[src/verilog/can_buf_pkg.sv]
// Package: register map, field layouts and carrier types for the six CAN message buffers
package can_buf_pkg;

    localparam int NUM_BUFS = 6;

    // Register index inside one buffer's window
    localparam logic [1:0] REG_CON = 2'h0;
    localparam logic [1:0] REG_IDH = 2'h1;
    localparam logic [1:0] REG_IDL = 2'h2;
    // Address layout: addr[6:4] selects buffer, addr[1:0] register
    localparam logic [6:0] ADDR_DIR = 7'h70;
    localparam logic [6:0] ADDR_MODE = 7'h71;
    localparam logic [6:0] ADDR_TX_STAT = 7'h72;
    localparam int BUF_SEL_LSB = 4;

    // Control byte, receive view
    localparam int RX_FULL_BIT = 7;
    localparam int RX_ALL_BIT = 6;
    localparam int RX_RTR_BIT = 5;
    // Control byte, transmit view
    localparam int TX_DONE_BIT = 7;
    localparam int TX_ABT_BIT = 6;
    localparam int TX_LARB_BIT = 5;
    localparam int TX_ERR_BIT = 4;
    localparam int TX_REQ_BIT = 3;
    localparam int TX_AUTO_ANS_BIT = 2;
    // Identifier low byte
    localparam int IDL_SRR_BIT = 4;
    localparam int IDL_EXT_BIT = 3;
    localparam logic [7:0] IDL_TX_MASK = 8'hEB;

    localparam logic [1:0] MODE_LEGACY = 2'h0;
    localparam logic [7:0] RESET_BYTE = 8'h00;

    // Received frame handed over by the protocol engine
    typedef struct packed {
        logic [2:0] buf_idx;
        logic [28:0] id;
        logic ext;
        logic rtr;
        logic substitute_remote_bit;
        logic valid_msg;
        logic filter_hit;
        logic [4:0] filter_idx;
    } rx_frame_s;

    // Outgoing request towards the protocol engine
    typedef struct packed {
        logic valid;
        logic [2:0] buf_idx;
        logic [28:0] id;
        logic ext;
    } tx_req_s;

    // Transmission outcome reported by the protocol engine
    typedef struct packed {
        logic [2:0] buf_idx;
        logic done;
        logic aborted;
        logic arb_lost;
        logic bus_error;
    } tx_result_s;

endpackage

[src/verilog/can_prog_buffers.sv]
// Six programmable CAN transmit/receive message buffers with register port
`timescale 1ns/1ps

// What this block does
// - Six buffers, each direction set by its own bit, each able to auto-answer remotes.
// - Buffers act only in the enhanced modes 1 to 3; unused in mode zero.
// - Full flag set on store; no new load while set; software clears it.
// - Accept-all takes every message ignoring filters; otherwise valid filter hits only.
// - Receive remote flag shows whether stored message was a remote request.
// - Five-bit field records the admitting filter number, 0 to 31.
// - Done flag set on successful transmission.
// - Aborted flag set when pending message was aborted instead of sent.
// - Arbitration-lost flag set when message loses arbitration while sent.
// - Bus-error flag set when an error occurs while message is sent.
// - Setting request clears aborted, lost, error flags; request clears on success.
// - With auto answer on, a received remote sets the request bit itself.
// - Two-bit priority orders pending buffers, 11 highest; identifier untouched.
// - Identifier registers and control bits other than request ignore writes while request set or sending.
// - High identifier byte holds standard 10..3 or extended 28..21.
// - Low byte 7..5 holds id 2..0 or 20..18; bits 1..0 extended 17..16.
// - Received extended flag is 1 for 29-bit identifier frames, else 0.
// - Substitute remote bit recorded for extended frames only.
// - Unimplemented identifier and control bits read as zero.
module can_prog_buffers (
    input wire logic clk_in,
    input wire logic rst_n_in,
    input wire logic [6:0] addr_in,
    input wire logic [7:0] wdata_in,
    input wire logic wr_in,
    input wire logic rd_in,
    output logic [7:0] rdata_out,
    input wire logic rx_valid_in,
    input wire can_buf_pkg::rx_frame_s rx_frame_in,
    output can_buf_pkg::tx_req_s tx_req_out,
    input wire logic tx_busy_in,
    input wire logic tx_result_valid_in,
    input wire can_buf_pkg::tx_result_s tx_result_in,
    output logic [5:0] abort_req_out
);
    localparam int N = can_buf_pkg::NUM_BUFS;

    // ------------------------------------------------------------
    // Storage
    // ------------------------------------------------------------
    logic [N-1:0] dir_tx_ff;
    logic [1:0] mode_ff;
    logic [7:0] con_ff [N];
    logic [7:0] idh_ff [N];
    logic [7:0] idl_ff [N];
    logic [N-1:0] abort_ff;
    logic [N-1:0] sending_ff;
    logic [7:0] rdata_ff;

    logic enhanced;
    logic pick_found;
    logic [2:0] pick_idx;
    logic [N-1:0] pending;
    logic [2*N-1:0] prio_vec;
    logic [2:0] wr_buf;
    logic [1:0] wr_reg;
    logic rx_take;
    logic [2:0] rx_b;

    assign enhanced = (mode_ff != can_buf_pkg::MODE_LEGACY);
    assign wr_buf = addr_in[can_buf_pkg::BUF_SEL_LSB +: 3];
    assign wr_reg = addr_in[1:0];
    assign rx_b = rx_frame_in.buf_idx;

    // Reassemble a 29-bit identifier from the two visible identifier bytes
    function automatic logic [28:0] pack_id(input logic [7:0] h, input logic [7:0] l);
        pack_id = {h, l[7:5], l[1:0], 16'h0000};
    endfunction

    // Buffer may take a frame only if configured receive and empty
    function automatic logic rx_accept(input logic [7:0] c, input logic is_tx,
                                       input can_buf_pkg::rx_frame_s f);
        rx_accept = !is_tx && !c[can_buf_pkg::RX_FULL_BIT] &&
            (c[can_buf_pkg::RX_ALL_BIT] || (f.valid_msg && f.filter_hit));
    endfunction

    assign rx_take = enhanced && rx_valid_in && (int'(rx_b) < N) &&
        rx_accept(con_ff[rx_b], dir_tx_ff[rx_b], rx_frame_in);

    // ------------------------------------------------------------
    // Arbitration among pending transmit buffers
    // ------------------------------------------------------------
    always_comb begin
        for (int i = 0; i < N; i++) begin
            pending[i] = enhanced && dir_tx_ff[i] && con_ff[i][can_buf_pkg::TX_REQ_BIT] &&
                !sending_ff[i];
            prio_vec[2*i +: 2] = con_ff[i][1:0];
        end
    end

    tx_prio_pick u_pick (
        .pending_in(pending),
        .prio_in(prio_vec),
        .found_out(pick_found),
        .idx_out(pick_idx)
    );

    // ------------------------------------------------------------
    // Configuration registers
    // ------------------------------------------------------------
    always_ff @(posedge clk_in or negedge rst_n_in) begin
        if (!rst_n_in) begin
            dir_tx_ff <= '0;
            mode_ff <= can_buf_pkg::MODE_LEGACY;
        end else if (wr_in && addr_in == can_buf_pkg::ADDR_DIR) begin
            dir_tx_ff <= wdata_in[N-1:0];
        end else if (wr_in && addr_in == can_buf_pkg::ADDR_MODE) begin
            mode_ff <= wdata_in[1:0];
        end
    end

    // ------------------------------------------------------------
    // Per-buffer control and identifier registers
    // ------------------------------------------------------------
    always_ff @(posedge clk_in or negedge rst_n_in) begin
        if (!rst_n_in) begin
            for (int i = 0; i < N; i++) begin
                con_ff[i] <= can_buf_pkg::RESET_BYTE;
                idh_ff[i] <= can_buf_pkg::RESET_BYTE;
                idl_ff[i] <= can_buf_pkg::RESET_BYTE;
            end
            abort_ff <= '0;
        end else begin
            for (int i = 0; i < N; i++) begin
                logic hw_rx;
                logic sw_wr;
                logic locked;
                logic res_me;
                logic [7:0] c;
                hw_rx = rx_take && (int'(rx_b) == i);
                sw_wr = wr_in && (int'(wr_buf) == i) && enhanced &&
                    addr_in[6:4] != 3'h7 && addr_in[3:2] == 2'h0;
                locked = con_ff[i][can_buf_pkg::TX_REQ_BIT] || sending_ff[i];
                res_me = tx_result_valid_in && (int'(tx_result_in.buf_idx) == i);
                c = con_ff[i];
                if (!dir_tx_ff[i]) begin
                    // Receive view: software may clear full and set accept-all
                    if (sw_wr && wr_reg == can_buf_pkg::REG_CON) begin
                        if (!wdata_in[can_buf_pkg::RX_FULL_BIT]) begin
                            c[can_buf_pkg::RX_FULL_BIT] = 1'b0;
                        end
                        c[can_buf_pkg::RX_ALL_BIT] = wdata_in[can_buf_pkg::RX_ALL_BIT];
                    end
                    // Store wins over a simultaneous clear
                    if (hw_rx) begin
                        c[can_buf_pkg::RX_FULL_BIT] = 1'b1;
                        c[can_buf_pkg::RX_RTR_BIT] = rx_frame_in.rtr;
                        c[4:0] = rx_frame_in.filter_idx;
                        idh_ff[i] <= rx_frame_in.ext ? rx_frame_in.id[28:21]
                                                     : rx_frame_in.id[10:3];
                        idl_ff[i] <= rx_frame_in.ext ?
                            {rx_frame_in.id[20:18], rx_frame_in.substitute_remote_bit, 1'b1, 1'b0,
                             rx_frame_in.id[17:16]} :
                            {rx_frame_in.id[2:0], 5'h00};
                    end
                    abort_ff[i] <= 1'b0;
                end else begin
                    // Transmit view
                    if (sw_wr && wr_reg == can_buf_pkg::REG_CON) begin
                        if (!locked) begin
                            c[can_buf_pkg::TX_DONE_BIT] = wdata_in[can_buf_pkg::TX_DONE_BIT];
                            c[2:0] = wdata_in[2:0];
                        end
                        if (wdata_in[can_buf_pkg::TX_REQ_BIT] && !c[can_buf_pkg::TX_REQ_BIT]) begin
                            c[can_buf_pkg::TX_REQ_BIT] = 1'b1;
                            c[6:4] = 3'h0;
                        end else if (!wdata_in[can_buf_pkg::TX_REQ_BIT] &&
                                     c[can_buf_pkg::TX_REQ_BIT]) begin
                            abort_ff[i] <= 1'b1;
                        end
                    end
                    if (sw_wr && !locked && wr_reg == can_buf_pkg::REG_IDH) begin
                        idh_ff[i] <= wdata_in;
                    end
                    if (sw_wr && !locked && wr_reg == can_buf_pkg::REG_IDL) begin
                        idl_ff[i] <= wdata_in & can_buf_pkg::IDL_TX_MASK;
                    end
                    // Pending abort with nothing on the wire completes at once
                    if (abort_ff[i] && !sending_ff[i]) begin
                        c[can_buf_pkg::TX_REQ_BIT] = 1'b0;
                        c[can_buf_pkg::TX_ABT_BIT] = 1'b1;
                        abort_ff[i] <= 1'b0;
                    end
                    if (res_me) begin
                        if (tx_result_in.done) begin
                            c[can_buf_pkg::TX_DONE_BIT] = 1'b1;
                            c[can_buf_pkg::TX_REQ_BIT] = 1'b0;
                            abort_ff[i] <= 1'b0;
                        end
                        if (tx_result_in.aborted) begin
                            c[can_buf_pkg::TX_ABT_BIT] = 1'b1;
                            c[can_buf_pkg::TX_REQ_BIT] = 1'b0;
                            abort_ff[i] <= 1'b0;
                        end
                        if (tx_result_in.arb_lost) begin
                            c[can_buf_pkg::TX_LARB_BIT] = 1'b1;
                        end
                        if (tx_result_in.bus_error) begin
                            c[can_buf_pkg::TX_ERR_BIT] = 1'b1;
                        end
                    end
                    // Remote request for this buffer's identifier
                    if (enhanced && rx_valid_in && rx_frame_in.rtr && int'(rx_b) == i &&
                        c[can_buf_pkg::TX_AUTO_ANS_BIT] && !c[can_buf_pkg::TX_REQ_BIT]) begin
                        c[can_buf_pkg::TX_REQ_BIT] = 1'b1;
                        c[6:4] = 3'h0;
                    end
                end
                con_ff[i] <= c;
            end
        end
    end

    // ------------------------------------------------------------
    // Transmission tracking
    // ------------------------------------------------------------
    // A buffer is marked sending from hand-over until the engine reports an outcome
    always_ff @(posedge clk_in or negedge rst_n_in) begin
        if (!rst_n_in) begin
            sending_ff <= '0;
        end else begin
            for (int i = 0; i < N; i++) begin
                if (tx_result_valid_in && int'(tx_result_in.buf_idx) == i) begin
                    sending_ff[i] <= 1'b0;
                end else if (pick_found && !tx_busy_in && !(|sending_ff) &&
                             int'(pick_idx) == i) begin
                    sending_ff[i] <= 1'b1;
                end
            end
        end
    end

    // Identifier sent is the buffer's own, priority never enters it
    always_comb begin
        tx_req_out.valid = pick_found && !tx_busy_in && !(|sending_ff);
        tx_req_out.buf_idx = pick_idx;
        tx_req_out.id = pack_id(idh_ff[pick_idx], idl_ff[pick_idx]);
        tx_req_out.ext = idl_ff[pick_idx][can_buf_pkg::IDL_EXT_BIT];
        if (!idl_ff[pick_idx][can_buf_pkg::IDL_EXT_BIT]) begin
            tx_req_out.id = {18'h00000, idh_ff[pick_idx], idl_ff[pick_idx][7:5]};
        end
    end

    assign abort_req_out = abort_ff & sending_ff;

    // ------------------------------------------------------------
    // Read port
    // ------------------------------------------------------------
    always_ff @(posedge clk_in or negedge rst_n_in) begin
        if (!rst_n_in) begin
            rdata_ff <= can_buf_pkg::RESET_BYTE;
        end else if (rd_in) begin
            if (addr_in == can_buf_pkg::ADDR_DIR) begin
                rdata_ff <= {2'h0, dir_tx_ff};
            end else if (addr_in == can_buf_pkg::ADDR_MODE) begin
                rdata_ff <= {6'h00, mode_ff};
            end else if (addr_in == can_buf_pkg::ADDR_TX_STAT) begin
                rdata_ff <= {2'h0, sending_ff};
            end else if (int'(wr_buf) < N && addr_in[3:2] == 2'h0 && enhanced &&
                         wr_reg == can_buf_pkg::REG_CON) begin
                rdata_ff <= con_ff[wr_buf];
            end else if (int'(wr_buf) < N && addr_in[3:2] == 2'h0 && enhanced &&
                         wr_reg == can_buf_pkg::REG_IDH) begin
                rdata_ff <= idh_ff[wr_buf];
            end else if (int'(wr_buf) < N && addr_in[3:2] == 2'h0 && enhanced &&
                         wr_reg == can_buf_pkg::REG_IDL) begin
                rdata_ff <= idl_ff[wr_buf];
            end else begin
                rdata_ff <= 8'h00;
            end
        end
    end

    assign rdata_out = rdata_ff;
endmodule

[src/verilog/tx_prio_pick.sv]
// Picks the pending transmit buffer with the highest priority
`timescale 1ns/1ps
module tx_prio_pick (
    input wire logic [5:0] pending_in,
    input wire logic [11:0] prio_in,
    output logic found_out,
    output logic [2:0] idx_out
);
    logic [1:0] best;

    // Ties go to the lower buffer number
    always_comb begin
        found_out = 1'b0;
        idx_out = 3'h0;
        best = 2'h0;
        for (int i = 0; i < 6; i++) begin
            if (pending_in[i] && (!found_out || prio_in[2*i +: 2] > best)) begin
                found_out = 1'b1;
                idx_out = 3'(i);
                best = prio_in[2*i +: 2];
            end
        end
    end
endmodule
[config.mk]
export PLATFORM = sky130hd
export DESIGN_NAME = can_prog_buffers
export DESIGN_NICKNAME = d
export VERILOG_FILES = /design/src/verilog/can_buf_pkg.sv /design/src/verilog/can_prog_buffers.sv /design/src/verilog/tx_prio_pick.sv
export SDC_FILE = /design/constraint.sdc
export NUM_CORES = 1
export LEC_CHECK = 0
export ABC_CLOCK_PERIOD_IN_PS = 19700
export CAP_MARGIN = 20
export CORE_MARGIN = 3
export CORE_UTILIZATION = 45
export CTS_CLUSTER_DIAMETER = 120
export CTS_CLUSTER_SIZE = 28
export DETAILED_ROUTE_END_ITERATION = 10
export DONT_BUFFER_PORTS = 1
export PLACE_DENSITY_LB_ADDON = 0.25
export SETUP_SLACK_MARGIN = 0.3
export SLEW_MARGIN = 20
export SYNTH_ARGS = -nofsm -noshare
export SYNTH_HDL_FRONTEND = slang
export SYNTH_SLANG_ARGS = --single-unit
[constraint.sdc]
create_clock -name clk_in -period 19.7 [get_ports clk_in]
set_input_delay 2.955 -clock clk_in [delete_from_list [all_inputs] [get_ports clk_in]]
set_output_delay 2.955 -clock clk_in [all_outputs]
set_load 0.01 [all_outputs]
After elaboration in Yosys (flattened, before gate mapping)

Cells that the tools add are included.

Register bits: 172
Output and inout bits: 48
Input port bits: 71

Mux-type cells: 262
Reduce and logical (&&, ||, !) cells: 244
Bitwise gates (word level): 5
Eq/ne operators: 56
$lt $le $gt $ge: 11

Operators with widths:

| kind                                          | number |
|---|---|
| two-way mux 8 bit                             | 74 |
| binary-select mux 8 bit (select 3 bit)        | 6 |
| logical AND 1 bit                             | 141 |
| two-way mux 1 bit                             | 129 |
| two-way mux 5 bit                             | 12 |
| == test 3 bit, second input constant          | 16 |
| two-way mux 4 bit                             | 12 |
| AND reduction 2 bit                           | 19 |
| nonzero test 2 bit                            | 19 |
| two-way mux 6 bit                             | 6 |
| != test 2 x 1 -> 1 bit, second input constant | 18 |
| logical NOT 1 bit                             | 34 |
| two-way mux 29 bit                            | 1 |
| two-way mux 2 bit                             | 13 |
| two-way mux 3 bit                             | 8 |
| == test 7 bit, second input constant          | 3 |
| != test 3 x 1 -> 1 bit, second input constant | 6 |
| AND reduction 3 bit                           | 6 |
| nonzero test 3 bit                            | 6 |
| == test 3 x 2 -> 1 bit, second input constant | 4 |
| >= comparator 4 bit, second input constant    | 3 |
| logical NOT 3 bit                             | 4 |
| logical OR 1 bit                              | 12 |
| != test 2 bit, second input constant          | 6 |
| other kinds (12)                              | 20 |

Longest topological paths before layout

Depth after elaboration: 30
Mapped depth: 40

Hierarchy

A second synthesis with hierarchy kept.

Cells, all modules: 1273
Area total of the unflattened synthesis: 11498.5 µm²

By module, submodules not included:

| module           | instances | area an instance (µm²) | cells each | sequential area each (µm²) |
|---|---|---|---|---|
| can_prog_buffers | 1         | 11049.3                | 1211       | 4154.0 |
| tx_prio_pick     | 1         | 449.2                  | 62         | 0.0 |

Least setup slack after synthesis

OpenSTA, ideal clock, no wires.

Kind: reg-to-output
Start: reg sending_ff[0]
End: out tx_req_out[19] (netlist bit)
Buffers on the path: 3
Setup slack: 9.738 ns
Arrival time: 7.007 ns
Stages on the path, launching flop included: 37
Cells stage by stage: dfrtp_1 > nand3b_1 > nor2_1 > nand2_1 > ha_1 > nor2b_1 > o21ai_0 > o21a_1 > a22o_1 > inv_1 > ha_1 > nor2b_1 > o21ai_0 > a21oi_2 > mux2_2 > inv_1 > ha_1 > nor2b_1 > o21a_1 > nand2_1 > nand2_2 > mux2i_1 > ha_1 > nor2b_1 > o21ai_0 > o31ai_1 > nand2_1 > clkbuf_1 > mux2_2 > ha_1 > a211o_1 > and3_1 > clkbuf_1 > o2bb2ai_1 > a31o_2 > buf_6 > nor2_1

RTL lines:

| what                              | line                    | source |
|---|---|---|
| from (decl)                       | can_prog_buffers.sv:51  | `logic [N-1:0] sending_ff;` |
| from (signal assigned)            | can_prog_buffers.sv:224 | `sending_ff <= '0;` |
| from (signal, indexed assignment) | can_prog_buffers.sv:228 | `sending_ff[i] <= 1'b0;` |
| from (signal, indexed assignment) | can_prog_buffers.sv:231 | `sending_ff[i] <= 1'b1;` |
| to (decl)                         | can_prog_buffers.sv:34  | `output can_buf_pkg::tx_req_s tx_req_out,` |

==> out/qor.csv <==
metric;value;unit
Distinct cells, synth;74;
gr usage total;30.3;%
post-route cell area;12300;um^2
crit share post-route;69.6;%
Gate Count Post-Synth;1325;
Die Height;166;um
Layout Utilization;48.7;%
Buffers on Ports;0;
root buffer cell;clkbuf_16;
largest net degree at the start of global routing;167;
most common cell after layout, fill and taps aside;dfrtp_1;
post-DR wirelength/cell;26.6;um
first-pass GRT wire length;64600;um
CP dominant cell by count;ha_1;
sequential share of power;45.6;%
Slew Limit Fails;0;
vias post-DR;11000;
worst slew pin tran;0.992;ns
vias per cell;6.82;
H-tree level count;4;
Seq/Total Area, Yosys;35.9;%
CP Launch Type;register;
GPL Wtd Cong;0.992;
CTS Buf Count;17;
reg-to-reg startpoint;dir_tx_ff[0];
crit path launch;dir_tx_ff[0];
Avg Cell Area, Syn;8.74;um^2
worst setup path category;register to output pin;
Synth area leader;dfrtp_1;
initial antenna violation count;2;
Net Sw Frac;30.5;%
CTS max path bufs;2;
yosys warns;0;
Max-cap violations;0;
share of layout cells above drive strength 1;10.9;%
leakage;5.02;nW
Pint;0.591;mW
Worst Skew;0.0153;ns
antenna cells;0;
dpl cells;1582;
most frequent cells in the layout;dfrtp_1, nor2_1, nand2_1, o21ai_0, a21oi_1;
hold crit path type;register to register;
core box area;25300;um^2
number of global-route vias before repair;10200;
WP data required;16.75;ns
status;completed;
Fin Setup TNS;0;ns
share of the synthesized area in the top cell type;35.9;%
Critical Path End Type;output pin;
clock-pin slew on the worst setup and hold paths;0.08;ns
Non-Filler Instances;1614;
Die Wd;166;um
GRT overflow;0;
CTS tree;done;
placed cell areas;11700;um^2
VDD IR-drop max;0.0434;mV
post-synthesis async set-or-reset flop share;100;%
sw power;0.260;mW
Hold Buf Count CTS;0;
Starting Density;45.9;%
clock network power share;39.3;%
# DRC;0;
top cells by area, synth;dfrtp_1, mux2i_1, o21ai_0, mux4_2, nor2_1;
Die ar.;27700;um^2
final WL;43000;um
max frequency;72.9;MHz
fin crit period;13.71;ns
Max-slew headroom;33.7;%
Iteration-0 DRC Markers;1457;
Critical Path AT;10.75;ns
critical path peak fanout;41;
HPWL Detailed;30200;um
Area Overhead vs Synth;6.27;%
row count;58;
PwrDens;69.1;nW/um^2
hold_ws;0.490;ns
#FFs+latches synth;166;
# Post-CTS Setup Buffers;0;
# resized after CTS;0;
nets@finish;1352;
fill cell count;2421;
main flop type after synthesis;dfrtp_1;
Pre-antenna DRT Iters;8;
Final Hold Vio Count;0;
Critical-path top delay cell;a21oi_2;
RSZ-0062 raised after global routing;no;
Ports;119;
Syn Std Cell Area;11600;um^2
Worst Hold Launch;con_ff[5];
CTS Sinks;166;
Final setup viols;0;
Logic pwr share;15.2;%
Post-synth EDFFs;0;
Skew-Pair Late Insertion Delay;0.45;ns
Final ANT Viol Nets;0;
max incr delay on CP;0.80;ns
[synthesized netlist by cell type, drive strengths merged (11+ instances only)]
| library cell | instances |
|---|---|
| or3 | 11 |
| nor2b | 26 |
| and2 | 11 |
| nor3b | 14 |
| nand3b | 13 |
| o21ai | 125 |
| nand2 | 133 |
| o221ai | 13 |
| inv | 22 |
| a31oi | 35 |
| mux2i | 66 |
| clkbuf | 61 |
| nor2 | 133 |
| a22oi | 29 |
| nand2b | 23 |
| buf | 40 |
| mux2 | 42 |
| and3 | 13 |
| mux4 | 25 |
| nand4 | 13 |
| nand3 | 18 |
| nor3 | 39 |
| dfrtp | 166 |
| a22o | 27 |
| a21oi | 83 |
| nor4 | 17 |
[final timing paths]
| check | to | slack [ns] | depth (start not counted) |
|---|---|---|---|
| max | tx_req_out[4] | 5.99 | 37 |
| min | con_ff[5] | 0.49 | 1 |
| max reg2reg | sending_ff[0] | 9.71 | 35 |
| min reg2reg | con_ff[5] | 0.49 | 1 |
| max in group asynchronous | con_ff[12] | 17.19 | 0 |
| min in group asynchronous | con_ff[46] | 2.21 | 0 |
[power by group through the flow]
stage / logic [mW] / registers, mW / clock network, mW
2_1_floorplan: 0.106 / 0.383 / 0
3_3_place_gp: 0.124 / 0.392 / 0
3_5_place_dp: 0.126 / 0.393 / 0
4_1_cts: 0.126 / 0.386 / 0.335
5_1_grt: 0.140 / 0.390 / 0.350
6_report: 0.129 / 0.388 / 0.334
[layer usage]
| layer | wire [um] | GRT usage (%) |
|---|---|---|
| met5 | 25 | 0 |
| met4 | 1440 | 10.1 |
| met3 | 4920 | 8.40 |
| met2 | 18500 | 44.2 |
| met1 | 18100 | 43.9 |
[worst max-delay path, delay by kind of cell (launching register included)]
kind,cells,cell delay (ns)
DFF,1,0.33
adders and majority gates,5,1.40
AOI/OAI and AO/OA,13,3.42
buffers and inverters,4,0.79
muxes,2,0.77
and+or+nand+nor,13,3.53
[stage by stage]
stage,worst slack [ns],power (mW)
finish,5.99,0.851
detailed placement,6.70,0.518
global placement,6.85,0.516
global route,5.35,0.881
CTS,6.16,0.848
floorplan,9.74,0.489
[sequential cells by signal, summed over array words and instances, names as in the netlist]
signal / count
mode_ff: 2
idl_ff: 42
sending_ff: 6
dir_tx_ff: 6
con_ff: 48
rdata_out: 8
idh_ff: 48
abort_ff: 6
[final cells by class]
class | instances | area (um^2) | area share, %
clock buffers | 19 | 453 | 3.68
clock inverters | 13 | 110 | 0.895
inverters | 22 | 82.6 | 0.671
multi-input cells | 1040 | 6910 | 56.2
flip-flops and latches | 166 | 4150 | 33.8
well taps | 330 | 413 | 3.36
repair buffers | 24 | 180 | 1.46
[cell families after synthesis]
kind of cell / Yosys count / share of synthesized area [%]
AND/OR/NAND/NOR: 480 / 20.2
AO/OA/AOI/OAI: 412 / 23.5
flip-flops: 166 / 35.9
multiplexers: 133 / 14.6
buffers and inverters: 123 / 4.66
adder cells (fa/ha/maj): 10 / 1.08
other: 1 / 0.0324
Note: power is estimated with default switching activity, not from simulation.
